===== config.mk =====
export PLATFORM = sky130hd
export DESIGN_NAME = capture_compare_pwm_unit
export DESIGN_NICKNAME = d
export VERILOG_FILES = /design/src/core/ccp_pkg.sv /design/src/core/capture_compare_pwm_unit.sv
export SDC_FILE = /design/constraint.sdc
export NUM_CORES = 1
export LEC_CHECK = 0
export BUFFER_PORTS_ARGS = -buffer_cell sky130_fd_sc_hd__buf_2
export CAP_MARGIN = 20
export CELL_PAD_IN_SITES_DETAIL_PLACEMENT = 1
export CELL_PAD_IN_SITES_GLOBAL_PLACEMENT = 1
export CORE_MARGIN = 2
export CORE_UTILIZATION = 35
export CTS_CLUSTER_DIAMETER = 30
export CTS_CLUSTER_SIZE = 30
export DETAILED_ROUTE_END_ITERATION = 7
export PLACE_DENSITY = 0.73
export SETUP_SLACK_MARGIN = 0.15
export SLEW_MARGIN = 20
export SYNTH_ARGS = -nofsm -noshare
export SYNTH_HDL_FRONTEND = slang
export SYNTH_SLANG_ARGS = --single-unit

===== constraint.sdc =====
create_clock -name clk -period 5.1 [get_ports clk]
set_clock_uncertainty 0.15 [all_clocks]
set_input_delay 0.255 -clock clk [delete_from_list [all_inputs] [get_ports clk]]
set_output_delay 0.255 -clock clk [all_outputs]
set_load 0.05 [all_outputs]

===== src/core/ccp_pkg.sv =====
// Package of constants and types for the capture, compare and PWM unit
package ccp_pkg;

  localparam logic [7:0] ADDR_CTRL    = 8'h00;
  localparam logic [7:0] ADDR_VAL_LO  = 8'h04;
  localparam logic [7:0] ADDR_VAL_HI  = 8'h08;
  localparam logic [7:0] ADDR_STATUS  = 8'h0c;
  localparam logic [7:0] ADDR_CONFIG  = 8'h10;

  localparam int         FLAG_BIT     = 0;

  localparam logic [3:0] MODE_OFF     = 4'h0;
  localparam logic [3:0] MODE_TOGGLE  = 4'h2;
  localparam logic [3:0] MODE_FALL    = 4'h4;
  localparam logic [3:0] MODE_RISE    = 4'h5;
  localparam logic [3:0] MODE_RISE4   = 4'h6;
  localparam logic [3:0] MODE_RISE16  = 4'h7;
  localparam logic [3:0] MODE_SET     = 4'h8;
  localparam logic [3:0] MODE_CLEAR   = 4'h9;
  localparam logic [3:0] MODE_SOFT    = 4'ha;
  localparam logic [3:0] MODE_TRIG    = 4'hb;

  localparam logic [1:0] GROUP_CAP    = 2'h1;
  localparam logic [1:0] GROUP_PWM    = 2'h3;

  localparam logic [3:0] PRESC_LAST4  = 4'h3;
  localparam logic [3:0] PRESC_LAST16 = 4'hf;

  localparam logic [1:0] CFG_SINGLE   = 2'h0;
  localparam logic [1:0] CFG_FWD      = 2'h1;
  localparam logic [1:0] CFG_HALF     = 2'h2;
  localparam logic [1:0] CFG_REV      = 2'h3;

  localparam logic [3:0] USE_NONE     = 4'h0;
  localparam logic [3:0] USE_HALF     = 4'h3;
  localparam logic [3:0] USE_FULL     = 4'hf;

  typedef struct packed {
    logic [1:0] output_config_field;
    logic [1:0] duty_low_bits;
    logic [3:0] unit_mode_field;
  } ctrl_t;

  typedef struct packed {
    logic [3:0] steering;
    logic [2:0] spare;
    logic       timer_select;
  } config_t;

  typedef struct packed {
    logic pwm_out_d;
    logic pwm_out_c;
    logic pwm_out_b;
    logic pwm_out_a;
  } pwm_pins_t;

  localparam logic [7:0] CTRL_RESET   = 8'h00;
  localparam logic [7:0] CONFIG_RESET = 8'h00;

endpackage : ccp_pkg


===== src/core/capture_compare_pwm_unit.sv =====
// Capture, compare and enhanced PWM unit with a Wishbone register slave
// Operation
// - Capture copies selected 16-bit timer count
// - Capture event falling, rising, 4th, 16th rise
// - Capture sets flag; software clears it
// - New capture overwrites held value silently
// - Port latch edge counts when pin outputs
// - Prescaler cleared when off, leaving capture, reset
// - Prescaler kept across prescaler setting changes
// - Compare register continuously matched against timer
// - Match drives high, low, toggles or follows latch
// - Match sets flag with pin action
// - Zero control write forces compare latch low
// - Mode 1010 only sets flag on match
// - Mode 1011 trigger resets time base timer
// - Trigger starts conversion if converter enabled
// - Ten-bit PWM on up to four outputs
// - Config 00 single, 10 half, 01/11 full
// - Half uses two outputs, full four, single steered
// - PWM polarity set by mode field
// - PWM waits for new period before output
// - Unused outputs freed for alternate functions
// - Capture encodings 0100 to 0111
// - Modes 1000, 1001 initialize pin; 0010 toggles
// - Modes 1100-1111 pick pair polarities
// - Duty is duty register over two low bits
`timescale 1ns/1ns

module capture_compare_pwm_unit (
  input  wire logic                clk,
  input  wire logic                rst_n,
  input  wire logic                wb_cyc_i,
  input  wire logic                wb_stb_i,
  input  wire logic                wb_we_i,
  input  wire logic [7:0]          wb_adr_i,
  input  wire logic [3:0]          wb_sel_i,
  input  wire logic [31:0]         wb_dat_i,
  output logic      [31:0]         wb_dat_o,
  output logic                     wb_ack_o,
  input  wire logic [15:0]         first_timer_count,
  input  wire logic [15:0]         second_timer_count,
  input  wire logic                unit_pin_in,
  output logic                     unit_pin_out,
  output logic                     unit_pin_oe_n,
  input  wire logic                pin_is_output,
  input  wire logic                port_latch,
  input  wire logic                adc_enabled,
  input  wire logic [9:0]          pwm_base,
  input  wire logic                pwm_period_start,
  output ccp_pkg::pwm_pins_t       pwm_pins,
  output logic      [3:0]          pwm_use,
  output logic                     unit_irq_flag,
  output logic                     special_event,
  output logic                     reset_first_timer,
  output logic                     reset_second_timer,
  output logic                     adc_start
);

  typedef struct packed {
    ccp_pkg::ctrl_t     ctrl;
    ccp_pkg::config_t   cfg;
    logic [15:0]        value;
    logic               flag;
    logic               pin_meta;
    logic               pin_sync;
    logic               src_prev;
    logic [3:0]         presc;
    logic               cmp_latch;
    logic               match_prev;
    logic               pin_out;
    logic               pwm_run;
    logic [9:0]         duty;
    ccp_pkg::pwm_pins_t pins;
    logic               trig;
    logic               trig_first;
    logic               trig_second;
    logic               adc;
    logic               ack;
    logic [7:0]         rdata;
  } state_t;

  state_t      s;
  state_t      next_s;

  logic        bus_hit;
  logic        wr;
  logic [3:0]  mode;
  logic [1:0]  group;
  logic [15:0] sel_timer;
  logic        src;
  logic        rise;
  logic        fall;
  logic        cap;
  logic        cmp_mode;
  logic        drive;
  logic        match;
  logic        hit;
  logic        raw;
  logic [3:0]  act;
  logic [3:0]  pol;

  always_comb begin
    next_s    = s;
    bus_hit   = wb_cyc_i & wb_stb_i & ~s.ack;
    wr        = bus_hit & wb_we_i & wb_sel_i[0];
    mode      = s.ctrl.unit_mode_field;
    group     = mode[3:2];
    sel_timer = s.cfg.timer_select ? second_timer_count : first_timer_count;
    cap       = 1'b0;
    hit       = 1'b0;
    act       = 4'h0;

    // Two-stage pin synchroniser
    next_s.pin_meta = unit_pin_in;
    next_s.pin_sync = s.pin_meta;

    // Edge source follows the port latch when the pin is an output
    src  = pin_is_output ? port_latch : s.pin_sync;
    rise = src & ~s.src_prev;
    fall = ~src & s.src_prev;
    next_s.src_prev = src;

    // Bus answer
    next_s.ack = bus_hit;
    if (bus_hit && !wb_we_i) begin
      case (wb_adr_i)
        ccp_pkg::ADDR_CTRL:   next_s.rdata = s.ctrl;
        ccp_pkg::ADDR_VAL_LO: next_s.rdata = s.value[7:0];
        ccp_pkg::ADDR_VAL_HI: next_s.rdata = s.value[15:8];
        ccp_pkg::ADDR_STATUS: next_s.rdata = {7'h00, s.flag};
        ccp_pkg::ADDR_CONFIG: next_s.rdata = s.cfg;
        default:              next_s.rdata = 8'h00;
      endcase
    end

    // Register writes
    if (wr) begin
      case (wb_adr_i)
        ccp_pkg::ADDR_CTRL: begin
          next_s.ctrl = wb_dat_i[7:0];
          if (wb_dat_i[7:0] == ccp_pkg::CTRL_RESET) begin
            next_s.cmp_latch = 1'b0;
          end else if (wb_dat_i[3:0] == ccp_pkg::MODE_SET) begin
            next_s.cmp_latch = 1'b0;
          end else if (wb_dat_i[3:0] == ccp_pkg::MODE_CLEAR) begin
            next_s.cmp_latch = 1'b1;
          end
        end
        ccp_pkg::ADDR_VAL_LO: next_s.value[7:0] = wb_dat_i[7:0];
        ccp_pkg::ADDR_VAL_HI: next_s.value[15:8] = wb_dat_i[7:0];
        ccp_pkg::ADDR_CONFIG: next_s.cfg = wb_dat_i[7:0];
        default: begin
        end
      endcase
    end

    // Capture event selection and prescaler
    if (group != ccp_pkg::GROUP_CAP) begin
      next_s.presc = 4'h0;
    end else begin
      case (mode)
        ccp_pkg::MODE_FALL: cap = fall;
        ccp_pkg::MODE_RISE: cap = rise;
        ccp_pkg::MODE_RISE4: begin
          if (rise) begin
            if (s.presc >= ccp_pkg::PRESC_LAST4) begin
              cap          = 1'b1;
              next_s.presc = 4'h0;
            end else begin
              next_s.presc = s.presc + 4'h1;
            end
          end
        end
        ccp_pkg::MODE_RISE16: begin
          if (rise) begin
            if (s.presc == ccp_pkg::PRESC_LAST16) begin
              cap          = 1'b1;
              next_s.presc = 4'h0;
            end else begin
              next_s.presc = s.presc + 4'h1;
            end
          end
        end
        default: begin
        end
      endcase
    end

    // Captured count overwrites the held value
    if (cap) begin
      next_s.value = sel_timer;
    end

    // Compare modes
    case (mode)
      ccp_pkg::MODE_TOGGLE,
      ccp_pkg::MODE_SET,
      ccp_pkg::MODE_CLEAR,
      ccp_pkg::MODE_SOFT,
      ccp_pkg::MODE_TRIG: cmp_mode = 1'b1;
      default:            cmp_mode = 1'b0;
    endcase

    case (mode)
      ccp_pkg::MODE_TOGGLE,
      ccp_pkg::MODE_SET,
      ccp_pkg::MODE_CLEAR: drive = 1'b1;
      default:             drive = 1'b0;
    endcase

    match = cmp_mode & (s.value == sel_timer);
    next_s.match_prev = match;
    if (match && !s.match_prev) begin
      hit = 1'b1;
      case (mode)
        ccp_pkg::MODE_TOGGLE: next_s.cmp_latch = ~s.cmp_latch;
        ccp_pkg::MODE_SET:    next_s.cmp_latch = 1'b1;
        ccp_pkg::MODE_CLEAR:  next_s.cmp_latch = 1'b0;
        default: begin
        end
      endcase
    end

    // Pin follows the compare latch or the port latch
    next_s.pin_out = drive ? next_s.cmp_latch : port_latch;

    // Special event trigger
    next_s.trig        = hit & (mode == ccp_pkg::MODE_TRIG);
    next_s.trig_first  = next_s.trig & ~s.cfg.timer_select;
    next_s.trig_second = next_s.trig & s.cfg.timer_select;
    next_s.adc         = next_s.trig & adc_enabled;

    // Interrupt flag, a new event wins over a software clear
    if (wr && wb_adr_i == ccp_pkg::ADDR_STATUS && wb_dat_i[ccp_pkg::FLAG_BIT]) begin
      next_s.flag = 1'b0;
    end
    if (cap || hit) begin
      next_s.flag = 1'b1;
    end

    // PWM start and duty latch at period boundary
    if (group != ccp_pkg::GROUP_PWM) begin
      next_s.pwm_run = 1'b0;
    end else if (pwm_period_start) begin
      next_s.pwm_run = 1'b1;
      next_s.duty    = {s.value[7:0], s.ctrl.duty_low_bits};
    end

    raw = s.pwm_run & (pwm_base < s.duty);

    // Active-high pattern per configuration, bits d c b a
    case (s.ctrl.output_config_field)
      ccp_pkg::CFG_SINGLE: act = {4{raw}} & s.cfg.steering;
      ccp_pkg::CFG_HALF:   act = {2'b00, ~raw & s.pwm_run, raw};
      ccp_pkg::CFG_FWD:    act = {raw, 1'b0, 1'b0, s.pwm_run};
      ccp_pkg::CFG_REV:    act = {1'b0, s.pwm_run, raw, 1'b0};
      default:             act = 4'h0;
    endcase

    // Pair polarity, bit 1 for a and c, bit 0 for b and d
    pol = {mode[0], mode[1], mode[0], mode[1]};

    if (group == ccp_pkg::GROUP_PWM) begin
      next_s.pins = act ^ pol;
    end else begin
      next_s.pins = 4'h0;
    end
  end

  always_ff @(posedge clk or negedge rst_n) begin
    if (!rst_n) begin
      s <= '0;
    end else begin
      s <= next_s;
    end
  end

  // Outputs in use by the PWM; the rest stay free for other functions
  always_comb begin
    if (group != ccp_pkg::GROUP_PWM) begin
      pwm_use = ccp_pkg::USE_NONE;
    end else begin
      case (s.ctrl.output_config_field)
        ccp_pkg::CFG_SINGLE: pwm_use = s.cfg.steering;
        ccp_pkg::CFG_HALF:   pwm_use = ccp_pkg::USE_HALF;
        default:             pwm_use = ccp_pkg::USE_FULL;
      endcase
    end
  end

  assign wb_dat_o           = {24'h000000, s.rdata};
  assign wb_ack_o           = s.ack;
  assign unit_pin_out       = s.pin_out;
  assign unit_pin_oe_n      = ~pin_is_output;
  assign pwm_pins           = s.pins;
  assign unit_irq_flag      = s.flag;
  assign special_event      = s.trig;
  assign reset_first_timer  = s.trig_first;
  assign reset_second_timer = s.trig_second;
  assign adc_start          = s.adc;

endmodule : capture_compare_pwm_unit


==> out/summary.txt <==
status = complete, but fails checks
failing checks = hold timing
dpl cell area = 4830 sq um
CTS tree = built
clk sinks = 71
met2 usage = 30.1%
hpwl dp = 8870 um
Ant. Diodes = 0
Design Area, Final = 5180 sq um
DR iter-0 viols = 157
final hold violations = 12
CTS buffer count = 9
IO buf count = 92
start of the worst register-to-register path = s[55]
Post-CTS Setup Repair Bufs = 0
Core Box Area = 12500 sq um
DIE AREA = 13500 sq um
Avg Cell Area, Syn = 10.6 sq um
ANT nets after route = 0
Rows = 41
largest net degree at the start of global routing = 72
yosys synthesis warning count = 0
RSZ-0062 raised after global routing = false
clock-pin slew on the worst setup and hold paths = 60 ps
power share of the combinational group = 10.6%
Top FF cell, synth = dfrtp_1
total number of vias = 3426
CTS Buffer Depth = 2
Worst EP arrival = 3200 ps
reg-to-reg setup timing slack = 2010 ps
Final period util = 60.5%
synth unique cells = 59
MaxCap Viol Count = 0
# resized after CTS = 0
routability cong. = 0.824
Worst Reg-to-Reg Cells = 6
PD cells = 277 nW/um^2
Final min period = 3090 ps
vias in the first global route = 3598
grt met3 use = 2.49%
CP top delay family = simple AND/OR/NAND/NOR gates
Max Transition Viols Final = 0
EDFF count, synth = 0
crit path cell chain = mux2i_1 > xnor2_1 > or3_1 > or3b_2 > nor3_1 > o21bai_2
drt pass-1 iters = 4
IO Count = 144
clock root cell = clkbuf_16
wirelength, routed = 11900 um
H-tree depth = 3
worst-path fanout max = 20
Setup TNS = 0 ps
Tightest Pin Transition = 1030 ps
GRT Resource Usage Total = 18.5%
Vert. Die Dim = 116 um
clock network fraction of design power = 48.8%
sw frac = 26.6%
Post-synth ARST share = 100%
Slew HR = 31.6%
FF-to-FF End = s[30]
Worst VDD drop = 0.154 mV
Post-route DRC = 0
WP buf/inv = 0
Setup CP Type = reg -> reg
Mapped Cells = 416
Die W = 116 um
share of cells above drive strength 1 = 29.9%
Seq cells post-synth = 71
Final nets = 600
met1 usage = 25.1%
Pleak = 2.53 nW
vias per cell = 5.11
register area share after synthesis = 40.2%
Hold WS = -34.8 ps
P_int = 1.05 mW
CP startpoint kind = flip-flop
Slowest-stage cell, CP = dfrtp_1
setup violators final = 0
mapped cell area = 4410 sq um
clk_lat worst skew = 340 ps
Starting Density = 35.4%
initial antenna violation count = 0
Min-Delay Path Class = in -> async
Setup crit end kind = flip-flop
GR peak layer = met2
Worst Path Required = 5210 ps
Layout area overhead = 17.4%
CP max stage delay = 1010 ps
sequential power share = 40.5%
global-route wire length before repair = 19000 um
GR Overflow Total = 0
Fmax = 324 MHz
switching power = 0.381 mW
drt wl/cell = 17.8 um
[through the flow]
| step | hold WS (ps) | setup WS, ps | cells | total power, mW | util [%] |
|---|---|---|---|---|---|
| 3_5_place_dp | 209 | 2050 | 653 | 0.744 | 38.8 |
| 2_1_floorplan | -191 | 2850 | 439 | 0.696 | - |
| 4_1_cts | 17.9 | 1990 | 671 | 1.45 | 41.6 |
| 3_3_place_gp | 185 | 2130 | 653 | 0.739 | 38.8 |
| 5_1_grt | 40.4 | 1850 | 671 | 1.48 | 41.6 |
| 6_report | -34.8 | 2010 | 671 | 1.43 | 41.6 |
[synthesized netlist by cell type, types with 2 or more instances]
| master | count | area, sq um |
|---|---|---|
| o211ai_1 | 4 | 30.0 |
| xnor2_1 | 17 | 149 |
| or3b_2 | 2 | 17.5 |
| a22oi_1 | 2 | 15.0 |
| o21ai_0 | 9 | 45.0 |
| mux2i_1 | 58 | 581 |
| buf_2 | 3 | 15.0 |
| dfrtp_1 | 71 | 1780 |
| nand2_1 | 18 | 67.6 |
| a22o_1 | 7 | 61.3 |
| a21boi_0 | 2 | 15.0 |
| nand2b_1 | 6 | 37.5 |
| nor2b_1 | 2 | 12.5 |
| nor3_1 | 5 | 25.0 |
| nand3_1 | 16 | 80.1 |
| or2_2 | 2 | 12.5 |
| or4_4 | 2 | 22.5 |
| nor3_4 | 2 | 32.5 |
| nor4_1 | 8 | 50.1 |
| nand4_1 | 2 | 12.5 |
| nor2_1 | 25 | 93.8 |
| a21o_1 | 3 | 22.5 |
| ha_1 | 10 | 125 |
| and3_1 | 3 | 18.8 |
| or3_1 | 2 | 12.5 |
| nor4_2 | 2 | 25.0 |
| clkbuf_1 | 8 | 30.0 |
| and2_1 | 2 | 12.5 |
| and3b_1 | 2 | 17.5 |
| mux2_1 | 8 | 90.1 |
| mux2_2 | 18 | 203 |
| a221o_1 | 7 | 70.1 |
| inv_1 | 15 | 56.3 |
| buf_4 | 36 | 270 |
| a21oi_1 | 10 | 50.1 |
| buf_1 | 2 | 7.51 |
| mux2i_2 | 3 | 41.3 |
[cell type report]
cell class              count  area (sq um)
clock buffers               9           225
clock inverters             7           103
fillers                  1437          7280
inverters                  15          56.3
multi-input cells         302          2320
flip-flops and latches     71          1780
well taps                 172           215
repair buffers             95           488
[cells by family after synthesis]
kind of cell    synth area share, %
flops                          40.2
buf+inv                        9.18
compound gates                 9.47
xor+xnor                       3.37
other cells                  0.0850
fa+ha+maj                      2.83
simple gates                   14.1
mux                            20.7
[cells in the final DEF, fill, tap and decap left out, types with 7 or more instances in the layout]
cell,count
a21oi_1,10
a221o_1,7
a22o_1,7
buf_2,92
clkbuf_16,9
conb_1,24
dfrtp_1,71
ha_1,10
inv_1,15
mux2_1,8
mux2_2,18
mux2i_1,58
nand2_1,18
nand3_1,16
nor2_1,25
nor4_1,8
o21ai_0,9
xnor2_1,17
[per-layer routing]
layer | wire length, um | up-vias
met3 | 618 | 15
met1 | 5360 | 1704
met2 | 5720 | 107
met4 | 241 | 0
li1 | - | 1600
met5 | 0 | -
[what timing repair did]
item / 4_1_cts / 5_1_grt
setup endpoints to repair: 0 / 0
endpoints found under the hold margin: 2 / 0
hold buffers: 2 / 0
[worst max path at each step]
stage,start,endpoint,slack [ps],depth (start not counted)
global route,s[55],reset_first_timer,1850,6
global placement,s[55],s[30],2130,6
floorplan,wb_adr_i[5],s[55],2850,5
detailed placement,s[55],s[30],2050,6
CTS,s[55],s[30],1990,6
finish,s[55],s[30],2010,6
[power groups by stage]
stage	sequential, mW	clock, mW	combinational, mW
after floorplan	0.591	0	0.105
after global placement	0.591	0	0.149
after detailed placement	0.591	0	0.152
after CTS	0.581	0.714	0.155
after global routing	0.582	0.734	0.168
final	0.581	0.700	0.153
[registers in the layout, indices dropped and copies added (netlist names)]
register            flops
s                      47
wb_dat_o                8
mode                    4
pwm_pins                4
adc_start               1
next_s                  1
reset_first_timer       1
reset_second_timer      1
special_event           1
unit_irq_flag           1
unit_pin_out            1
wb_ack_o                1
Power figures use the tool's default switching activity.
